===== config.mk =====
export PLATFORM = sky130hd
export DESIGN_NAME = printer_control_unit
export DESIGN_NICKNAME = d
export VERILOG_FILES = /design/src/design/lpc_pkg.sv /design/src/design/cmd_stream_if.sv /design/src/design/cmd_fifo.sv /design/src/design/printer_control_unit.sv
export SDC_FILE = /design/constraint.sdc
export NUM_CORES = 1
export LEC_CHECK = 0
export BUFFER_PORTS_ARGS = -buffer_cell sky130_fd_sc_hd__buf_2
export CORE_UTILIZATION = 45
export DETAILED_ROUTE_END_ITERATION = 8
export PLACE_DENSITY = 0.72
export SLEW_MARGIN = 20
export SYNTH_ARGS = -nofsm -noshare
export SYNTH_HDL_FRONTEND = slang
export SYNTH_SLANG_ARGS = --single-unit
export TNS_END_PERCENT = 10

===== constraint.sdc =====
create_clock -name core_clk -period 7.8 [get_ports core_clk]
set_input_delay 1.56 -clock core_clk [delete_from_list [all_inputs] [get_ports core_clk]]
set_output_delay 1.56 -clock core_clk [all_outputs]
set_load 0.1 [all_outputs]

===== src/design/lpc_pkg.sv =====
// Constants and types shared by the line printer control unit
package lpc_pkg;
  // ---------------------------------------------------------------
  // Word layout
  // ---------------------------------------------------------------
  localparam int CHAR_W = 7;
  localparam int CHARS_PER_WORD = 5;
  localparam int WORD_W = 35;
  localparam int WORD_TOP_LSB = 28;
  localparam logic [2:0] LAST_CHAR_IDX = 3'h4;
  localparam int LINE_CHARS = 120;
  localparam int COL_W = 7;
  localparam int TAB_W = 5;
  localparam int TRACKS = 8;
  localparam int PIA_W = 3;
  localparam int PI_CHANNELS = 7;

  // ---------------------------------------------------------------
  // Character codes
  // ---------------------------------------------------------------
  localparam logic [6:0] CH_EOT = 7'h04;
  localparam logic [6:0] CH_HT = 7'h09;
  localparam logic [6:0] CH_LF = 7'h0a;
  localparam logic [6:0] CH_VT = 7'h0b;
  localparam logic [6:0] CH_FF = 7'h0c;
  localparam logic [6:0] CH_CR = 7'h0d;
  localparam logic [6:0] CH_DC0 = 7'h10;
  localparam logic [6:0] CH_DC4 = 7'h14;
  localparam logic [6:0] CH_SPACE = 7'h20;
  localparam logic [6:0] CH_DEL = 7'h7f;

  // ---------------------------------------------------------------
  // Format tape track indices (bit i of the tape input is track i+1)
  // ---------------------------------------------------------------
  localparam logic [2:0] TRK_FF = 3'h0;
  localparam logic [2:0] TRK_DC0 = 3'h1;
  localparam logic [2:0] TRK_VT = 3'h6;
  localparam logic [2:0] TRK_LF = 3'h7;

  // ---------------------------------------------------------------
  // Tab stop intervals selected by the rotary switch
  // ---------------------------------------------------------------
  localparam logic [4:0] TAB_8 = 5'h08;
  localparam logic [4:0] TAB_10 = 5'h0a;
  localparam logic [4:0] TAB_12 = 5'h0c;
  localparam logic [4:0] TAB_16 = 5'h10;
  localparam logic [4:0] TAB_20 = 5'h14;

  // ---------------------------------------------------------------
  // Printer command stream and reset values
  // ---------------------------------------------------------------
  localparam int OP_W = 2;
  localparam int ENTRY_W = OP_W + CHAR_W;
  localparam logic [1:0] OP_WRITE = 2'h1;
  localparam logic [1:0] OP_PRINT = 2'h2;
  localparam int FIFO_DEPTH = 2;
  localparam logic [2:0] PIA_RESET = 3'h0;

  typedef enum logic [2:0] {
    ST_IDLE = 3'b000,
    ST_CLEAR = 3'b001,
    ST_UNPACK = 3'b011,
    ST_TAB = 3'b010,
    ST_SPACE = 3'b110
  } lpc_state_t;
endpackage : lpc_pkg


===== src/design/cmd_stream_if.sv =====
// Valid/ready stream carrying printer commands between modules
`timescale 1ns/1ps
`default_nettype none
interface cmd_stream_if #(
  parameter int W = 9
);
  logic valid;
  logic ready;
  logic [W-1:0] data;
  modport src (output valid, output data, input ready);
  modport snk (input valid, input data, output ready);
endinterface : cmd_stream_if
`default_nettype wire


===== src/design/cmd_fifo.sv =====
// Small buffer between the character unpacker and the printer
`timescale 1ns/1ps
`default_nettype none
module cmd_fifo
  import lpc_pkg::*;
#(
  parameter int W = ENTRY_W,
  parameter int DEPTH = FIFO_DEPTH
) (
  input wire logic core_clk, // Clock
  input wire logic arst_n, // Async reset, active low
  cmd_stream_if.snk in_s, // Filling side
  output logic out_valid, // Entry available
  output logic [W-1:0] out_data, // Head entry
  input wire logic out_ready, // Printer takes entry
  output logic empty // Nothing stored
);
  localparam int AW = (DEPTH > 1) ? $clog2(DEPTH) : 1;

  logic [W-1:0] mem_reg [DEPTH];
  logic [AW-1:0] wr_ptr_reg;
  logic [AW-1:0] rd_ptr_reg;
  logic [AW:0] count_reg;
  wire logic do_wr;
  wire logic do_rd;

  assign in_s.ready = (count_reg != (AW+1)'(DEPTH));
  assign do_wr = in_s.valid && in_s.ready;
  assign do_rd = out_valid && out_ready;
  assign out_valid = (count_reg != '0);
  assign empty = (count_reg == '0);
  assign out_data = mem_reg[rd_ptr_reg];

  // ---------------------------------------------------------------
  // Storage and pointers
  // ---------------------------------------------------------------
  always_ff @(posedge core_clk or negedge arst_n) begin
    if (!arst_n) begin
      wr_ptr_reg <= '0;
      rd_ptr_reg <= '0;
      count_reg <= '0;
      for (int i = 0; i < DEPTH; i++) begin
        mem_reg[i] <= '0;
      end
    end else begin
      if (do_wr) begin
        mem_reg[wr_ptr_reg] <= in_s.data;
        wr_ptr_reg <= (wr_ptr_reg == AW'(DEPTH-1)) ? '0 : wr_ptr_reg + 1'b1;
      end
      if (do_rd) begin
        rd_ptr_reg <= (rd_ptr_reg == AW'(DEPTH-1)) ? '0 : rd_ptr_reg + 1'b1;
      end
      if (do_wr && !do_rd) begin
        count_reg <= count_reg + 1'b1;
      end else if (do_rd && !do_wr) begin
        count_reg <= count_reg - 1'b1;
      end
    end
  end
endmodule : cmd_fifo
`default_nettype wire


===== src/design/printer_control_unit.sv =====
// Line printer control unit: unpacks data words into printer commands
`timescale 1ns/1ps
`default_nettype none
module printer_control_unit
  import lpc_pkg::*;
(
  input wire logic core_clk, // Clock, 25 MHz
  input wire logic arst_n, // Async reset, active low
  input wire logic cono_strobe, // Conditions-out command
  input wire logic [PIA_W-1:0] cono_pia, // Priority channel with conditions-out
  input wire logic datao_strobe, // Data-out command
  input wire logic [WORD_W-1:0] datao_word, // Five packed characters
  input wire logic [2:0] tab_select, // Tab switch: 0..4 = 8,10,12,16,20
  input wire logic printer_fault, // Printer inoperable
  input wire logic buffer_clear_done, // Printer buffer cleared
  input wire logic [TRACKS-1:0] tape_hole, // Format tape hole per track
  input wire logic cmd_ready, // Printer takes command
  output logic busy, // Busy flag
  output logic done, // Done flag
  output logic error, // Error flag
  output logic [PI_CHANNELS-1:0] pi_request, // Request on channels 1..7
  output logic buffer_clear, // Clear printer buffer
  output logic paper_advance, // Paper motion
  output logic cmd_valid, // Command available
  output logic [OP_W-1:0] cmd_op, // Write or print
  output logic [CHAR_W-1:0] cmd_char, // Character to write
  output logic [COL_W-1:0] column // Column counter
);
  lpc_state_t state_reg, state_next;
  logic [WORD_W-1:0] data_reg, data_next;
  logic [2:0] char_idx_reg, char_idx_next;
  logic [PIA_W-1:0] pia_reg, pia_next;
  logic busy_reg, busy_next;
  logic done_reg, done_next;
  logic [COL_W-1:0] col_reg, col_next;
  logic [TAB_W-1:0] tabpos_reg, tabpos_next;
  logic [2:0] track_reg, track_next;
  logic push;
  logic [OP_W-1:0] push_op;
  logic [CHAR_W-1:0] push_char;
  logic adv;
  wire logic fifo_ready;
  wire logic fifo_empty;

  cmd_stream_if #(.W(ENTRY_W)) push_s ();

  // ---------------------------------------------------------------
  // Character decode
  // ---------------------------------------------------------------
  wire logic [CHAR_W-1:0] cur_ch = data_reg[WORD_W-1:WORD_TOP_LSB];
  wire logic is_graphic = (cur_ch >= CH_SPACE) && (cur_ch != CH_DEL);
  wire logic is_dc = (cur_ch >= CH_DC0) && (cur_ch <= CH_DC4);
  wire logic is_space_code = (cur_ch == CH_FF) || is_dc || (cur_ch == CH_VT) || (cur_ch == CH_LF);
  wire logic [2:0] dc_track = TRK_DC0 + 3'(cur_ch - CH_DC0);
  wire logic [2:0] sel_track = (cur_ch == CH_FF) ? TRK_FF :
                               (cur_ch == CH_VT) ? TRK_VT :
                               (cur_ch == CH_LF) ? TRK_LF : dc_track;
  wire logic last_char = (char_idx_reg == LAST_CHAR_IDX);
  wire logic [TAB_W-1:0] tab_stop = (tab_select == 3'h1) ? TAB_10 :
                                    (tab_select == 3'h2) ? TAB_12 :
                                    (tab_select == 3'h3) ? TAB_16 :
                                    (tab_select == 3'h4) ? TAB_20 : TAB_8;
  wire logic [TAB_W-1:0] tabpos_inc = tabpos_reg + 1'b1;
  wire logic tab_wrap = (tabpos_inc >= tab_stop);
  wire logic [TAB_W-1:0] tabpos_step = tab_wrap ? '0 : tabpos_inc;
  wire logic hole_seen = tape_hole[track_reg];

  // ---------------------------------------------------------------
  // Outputs
  // ---------------------------------------------------------------
  assign busy = busy_reg;
  assign done = done_reg;
  assign error = printer_fault;
  assign column = col_reg;
  assign buffer_clear = (state_reg == ST_CLEAR);
  assign paper_advance = (state_reg == ST_SPACE) && fifo_empty && !hole_seen;
  assign push_s.valid = push;
  assign push_s.data = {push_op, push_char};
  assign fifo_ready = push_s.ready;

  genvar gi;
  generate
    for (gi = 0; gi < PI_CHANNELS; gi++) begin : g_pi
      assign pi_request[gi] = (done_reg || printer_fault) && (pia_reg == PIA_W'(gi + 1));
    end
  endgenerate

  // ---------------------------------------------------------------
  // Next-state logic
  // ---------------------------------------------------------------
  always_comb begin
    state_next = state_reg;
    data_next = data_reg;
    char_idx_next = char_idx_reg;
    pia_next = pia_reg;
    busy_next = busy_reg;
    done_next = done_reg;
    col_next = col_reg;
    tabpos_next = tabpos_reg;
    track_next = track_reg;
    push = 1'b0;
    push_op = OP_WRITE;
    push_char = CH_SPACE;
    adv = 1'b0;
    unique case (state_reg)
      ST_IDLE: begin
        if (datao_strobe && done_reg) begin
          data_next = datao_word;
          char_idx_next = '0;
          done_next = 1'b0;
          busy_next = 1'b1;
          state_next = ST_UNPACK;
        end
      end
      ST_CLEAR: begin
        if (buffer_clear_done) begin
          busy_next = 1'b0;
          done_next = 1'b1;
          state_next = ST_IDLE;
        end
      end
      ST_UNPACK: begin
        if (is_graphic) begin
          push = 1'b1;
          push_char = cur_ch;
          if (fifo_ready) begin
            col_next = col_reg + 1'b1;
            tabpos_next = tabpos_step;
            adv = 1'b1;
          end
        end else if (cur_ch == CH_HT) begin
          state_next = ST_TAB;
        end else if (is_space_code) begin
          push = 1'b1;
          push_op = OP_PRINT;
          if (fifo_ready) begin
            track_next = sel_track;
            state_next = ST_SPACE;
          end
        end else if (cur_ch == CH_CR) begin
          push = 1'b1;
          push_op = OP_PRINT;
          if (fifo_ready) begin
            col_next = '0;
            tabpos_next = '0;
            adv = 1'b1;
          end
        end else if (cur_ch == CH_EOT) begin
          busy_next = 1'b0;
          done_next = 1'b0;
          state_next = ST_IDLE;
        end else begin
          adv = 1'b1;
        end
      end
      ST_TAB: begin
        push = 1'b1;
        if (fifo_ready) begin
          col_next = col_reg + 1'b1;
          tabpos_next = tabpos_step;
          if (tab_wrap) begin
            adv = 1'b1;
          end
        end
      end
      ST_SPACE: begin
        if (fifo_empty && hole_seen) begin
          adv = 1'b1;
        end
      end
      default: begin
        state_next = ST_IDLE;
      end
    endcase
    if (adv) begin
      if (last_char) begin
        done_next = 1'b1;
        busy_next = 1'b0;
        state_next = ST_IDLE;
      end else begin
        data_next = {data_reg[WORD_TOP_LSB-1:0], CHAR_W'(0)};
        char_idx_next = char_idx_reg + 1'b1;
        state_next = ST_UNPACK;
      end
    end
    if (cono_strobe) begin
      data_next = '0;
      char_idx_next = '0;
      pia_next = cono_pia;
      col_next = '0;
      tabpos_next = '0;
      track_next = '0;
      busy_next = 1'b1;
      done_next = 1'b0;
      state_next = ST_CLEAR;
    end
  end

  // ---------------------------------------------------------------
  // State registers
  // ---------------------------------------------------------------
  always_ff @(posedge core_clk or negedge arst_n) begin
    if (!arst_n) begin
      state_reg <= ST_IDLE;
      data_reg <= '0;
      char_idx_reg <= '0;
      pia_reg <= PIA_RESET;
      busy_reg <= 1'b0;
      done_reg <= 1'b0;
      col_reg <= '0;
      tabpos_reg <= '0;
      track_reg <= '0;
    end else begin
      state_reg <= state_next;
      data_reg <= data_next;
      char_idx_reg <= char_idx_next;
      pia_reg <= pia_next;
      busy_reg <= busy_next;
      done_reg <= done_next;
      col_reg <= col_next;
      tabpos_reg <= tabpos_next;
      track_reg <= track_next;
    end
  end

  // ---------------------------------------------------------------
  // Command buffer toward the printer
  // ---------------------------------------------------------------
  wire logic [ENTRY_W-1:0] fifo_out;

  cmd_fifo #(.W(ENTRY_W), .DEPTH(FIFO_DEPTH)) u_fifo (
    .core_clk(core_clk),
    .arst_n(arst_n),
    .in_s(push_s),
    .out_valid(cmd_valid),
    .out_data(fifo_out),
    .out_ready(cmd_ready),
    .empty(fifo_empty)
  );

  assign cmd_op = fifo_out[ENTRY_W-1:CHAR_W];
  assign cmd_char = fifo_out[CHAR_W-1:0];
endmodule : printer_control_unit
`default_nettype wire


=== Word-level counts from Yosys, hierarchy flattened ===
Cells that the tools add are included.
Widths: inputs -> output; s select.

* Equal/unequal tests: 37
* Bitwise operators: 2
* Reduce and logical (&&, ||, !) cells: 37
* Order comparisons: 8
* Mux-type cells: 108
* Add/subtract/negate cells: 9

{| class="wikitable"
|+ Operators by type and width
! cell !! count
|-
| $mux 35 || 5
|-
| $mux 3 || 24
|-
| $mux 7 || 9
|-
| $mux 5 || 12
|-
| $mux 1 || 36
|-
| $mux 9 || 4
|-
| $eq 7x4->1 const B || 5
|-
| $eq 3x3->1 const B || 7
|-
| $ne 4x4->1 const B || 5
|-
| $bwmux 18 || 1
|-
| $eq 3x2->1 const B || 6
|-
| $logic_and 1x1->1 || 18
|-
| $mux 2 || 8
|-
| $pmux 7 s2 || 1
|-
| $ne 6x6->1 const B || 2
|-
| $pmux 3 s4 || 1
|-
| $pmux 5 s2 || 1
|-
| $reduce_and 5->1 || 2
|-
| $reduce_bool 2->1 || 5
|-
| $demux 9 s1 || 1
|-
| $eq 3x1->1 const B || 3
|-
| $pmux 1 s3 || 3
|-
| $ne 4x3->1 const B || 2
|-
| $add 7x1->7 const B || 1
|-
| 29 further kinds || 39
|}

* Logic and storage cells: 215
* Bits of input ports: 56
* Output and inout port bits: 29
* Bits in registers: 83

=== Depth between registers and ports, before layout ===
* Depth after elaboration: 14
* Mapped depth: 12
* Depth with buffers taken out: 11

=== Cells and area by module ===
A second synthesis with hierarchy kept.

* Cell total of the unflattened synthesis: 455
* Area total of the unflattened synthesis: 4852.2 µm²

{| class="wikitable"
|+ Modules (own cells, without submodules)
! module !! area each (µm²) !! cells an instance !! instances !! sequential area each (µm²)
|-
| printer_control_unit || 3787.4 || 389 || 1 || 1526.5
|-
| cmd_fifo || 1064.8 || 66 || 1 || 550.5
|}

=== Worst setup path after synthesis ===
Ideal clock, no wire load.

* Kind: input to output
* Start point: input tape_hole[7]
* End point: output paper_advance
* Path buffers: 0
* Cell stages on the path: 3
* Arrival: 5.103 ns
* Setup slack: 1.137 ns
* Required time: 6.240 ns
* Path through: mux4_2 mux2_2 nor4_1

* Word-level cells in the longest chain between the ends: 4

{| class="wikitable"
|+ RTL lines
! what !! line !! RTL
|-
| start: declaration || printer_control_unit.sv:16 || <nowiki>input wire logic [TRACKS-1:0] tape_hole,</nowiki>
|-
| $bmux 1 s3 || printer_control_unit.sv:66 || <nowiki>wire logic hole_seen = tape_hole[track_reg];</nowiki>
|-
| $mux 1 (implied by the code) || printer_control_unit.sv:66 ||
|-
| $logic_not 1->1 || printer_control_unit.sv:76 || <nowiki>assign paper_advance = (state_reg == ST_SPACE) && fifo_empty && !hole_seen;</nowiki>
|-
| $logic_and 1x1->1 || printer_control_unit.sv:76 ||
|-
| end: declaration || printer_control_unit.sv:23 || <nowiki>output logic paper_advance,</nowiki>
|}

No other way between the ends. The select of a mux whose other input is x is not followed.

=== Worst setup path in the final report ===
* Start point: input tape_hole[4]
* End point: output paper_advance

Same word-level chain as after synthesis.

==> results.md <==
* Hold Fails Final Rpt at 0
* Die X at 106 µm
* PD cells at 347 nW/µm²
* Drt wl/cell at 16.5 µm
* Mean number of vias per cell at 5.79
* Fin crit period at 4.64 ns
* Cell Int Power at 0.00103 W
* Pleak at 2.43 nW
* DRC viols at 0
* Seq pwr share at 35.7%
* Register area share after synthesis at 42.5%
* CP Data Arrival Time at 3.08 ns
* Ys flop type: dfrtp_1
* Final Non-Filler Cells at 689
* DR iter-0 viols at 319
* Clock Power Share at 18.9%
* HP Class: reg -> reg
* Startpoint types: input pin
* Clk_lat worst skew at 0.37 ns
* CTS tree: built
* Mean Syn Cell Area at 10.1 µm²
* WL final at 11400 µm
* Finish-stage setup viols at 0
* Max Buffers Root-to-Sink at 2
* Commonest cells post-synth: dfrtp_1 (83), nor3_1 (43), mux2i_1 (38), nand2_1 (33), o21ai_0 (25)
* Tot GR Track Use at 21.4%
* Final HPWL DP at 7760 µm
* Final period util at 59.5%
* FMAX at 0.216 GHz
* Hold Slack at 0.511 ns
* CP Class: in -> out
* Post-synth ARST share at 100%
* Top cells by area, synth: dfrtp_1 (43%), mux2i_1 (7.8%), nor3_1 (4.4%)
* EDFF count, synth at 0
* Largest register FFs at 35
* RSZ-0062 raised after global routing: false
* Switching part of the total at 46.4%
* Syn_nets at 554
* Layout area overhead at 14.0%
* Placer Congestion at 0.833
* Outcome: finished clean
* Layout cell share with drive strength beyond 1 at 25.5%
* Count of input and output buffers at 84
* CP endpoint kind: primary output
* NetSw at 0.000897 W
* Vias in the first global route at 3869
* Pre-Repair DR Iteration Count at 4
* Worst clock skew at 0.0122 ns
* Slew Limit Fails at 0
* Pre-CTS setup slack at 3.15 ns
* Yosys reg bits at 83
* Htree depth at 3
* # diodes at 0
* Combinational Power Share at 45.4%
* Post-CTS Hold Buffers at 0
* Antenna violations before repair at 0
* Top Ports at 85
* Fin util at 53.5%
* GR Overflow Total at 0
* Most frequent cell after synthesis: dfrtp_1
* Share of the synthesized area in the top cell type at 42.5%
* Setup tns final at 0 ns
* Vert. Die Dim at 106 µm
* Setup ws final at 3.16 ns
* First-pass GRT wire length at 19100 µm
* Total Die Area at 11300 µm²
* Clock sinks at 83
* Inst Count DP at 673
* Setup Fix Bufs, Post-CTS at 0
* Worst Path Max Fanout at 2
* Least-Margin Pin Slew at 1.06 ns
* Total CTS buffers at 9
* Number of max-cap violations at 0
* CTS root buffer: clkbuf_8
* Num rows at 37
* Reg clk slew, reported paths at 0.08 ns
* Via count at 3989
* Worst rel slew slack at 29.5%
* Peak VDD IR at 0.192 mV
* Critical Path RT at 6.24 ns
* Resized Gates After CTS at 0
* Cell Area, Synth at 4880 µm²
* Pin count of the biggest net entering global routing at 84
* Post-Synthesis Cells at 485
* Distinct cell type count after synthesis at 69
* Cell taking the most area after synthesis: dfrtp_1
* Core area at 10400 µm²
* Nets at 617
* Starting Density at 46.9%
* Yosys warning count at 0
* ANT nets after route at 0
[final cells by class]
class,instances,area [µm²]
clock buffer,11,151
clock inverter,5,85.1
fill,962,4850
inverter,15,56.3
multi-input combinational,354,2590
sequential,83,2080
tap,136,170
timing repair buffer,85,434
[cell families (layout without fill, tap and decap cells)]
logic type,Yosys count,in the layout,synth area share [%]
AO/OA/AOI/OAI,129,129,20.2
adder cells (fa/ha/maj),13,13,3.33
AND/OR/NAND/NOR,148,148,15.6
buffers and inverters,48,116,4.54
multiplexers,55,55,12.2
flip-flops,83,83,42.5
XOR/XNOR,9,9,1.61
[worst paths after layout]
check	from	to	slack, ns	cells after the start
setup reg to reg	tabpos_reg[0]	data_reg[1]	4.47	10
setup / recovery	tape_hole[4]	paper_advance	3.16	5
hold reg to reg	u_fifo.mem_reg[17]	u_fifo.mem_reg[17]	0.51	1
hold / removal	u_fifo.mem_reg[17]	u_fifo.mem_reg[17]	0.51	1
max in group asynchronous	arst_n	data_reg[18]	6.04	1
min in group asynchronous	arst_n	u_fifo.mem_reg[9]	1.24	1
[power groups by stage]
stage	Clock [W]	Sequential, W	Combinational, W
final	0.000365	0.000689	0.000878
after global routing	0.000390	0.000710	0.000957
after CTS	0.000373	0.000689	0.000876
after detailed placement	0	0.000697	0.000873
after global placement	0	0.000689	0.000855
after floorplan	0	0.000654	0.000759
[placed cells by master (no fill, tap or decap), types with 4 or more instances in the layout]
cell type,n
o31ai_1,6
nand2b_1,8
a31oi_1,5
nor2b_1,4
a211oi_2,10
nor2_1,21
ha_1,13
buf_2,83
dfrtp_1,83
a21o_1,7
mux2i_1,38
xor2_1,5
or3_1,5
o21ai_0,25
nand2_1,33
a21oi_1,13
inv_1,15
nor3b_1,5
a211oi_1,18
a22o_1,10
nor3_1,43
nand3_1,8
clkbuf_8,11
mux2_2,15
xnor2_1,4
[through the flow]
stage | cell area (µm²) | power, W
global placement | 5320 | 0.00154
detailed placement | 5320 | 0.00157
CTS | 5560 | 0.00194
finish | 5570 | 0.00193
floorplan | 4880 | 0.00141
global route | 5570 | 0.00206
[per-layer routing]
metal  share of wire, %  global-route usage, %
met5                  0                      0
met2                 47                   33.1
met3                4.3                   3.80
met4                2.1                   11.0
met1                 47                   28.9
[worst max-delay path: stages]
cell and delay [ns]:
buf_2 0.10, mux4_2 0.45, mux2_2 0.30, nor4_1 0.19, buf_2 0.48
Power figures use the tool's default switching activity.
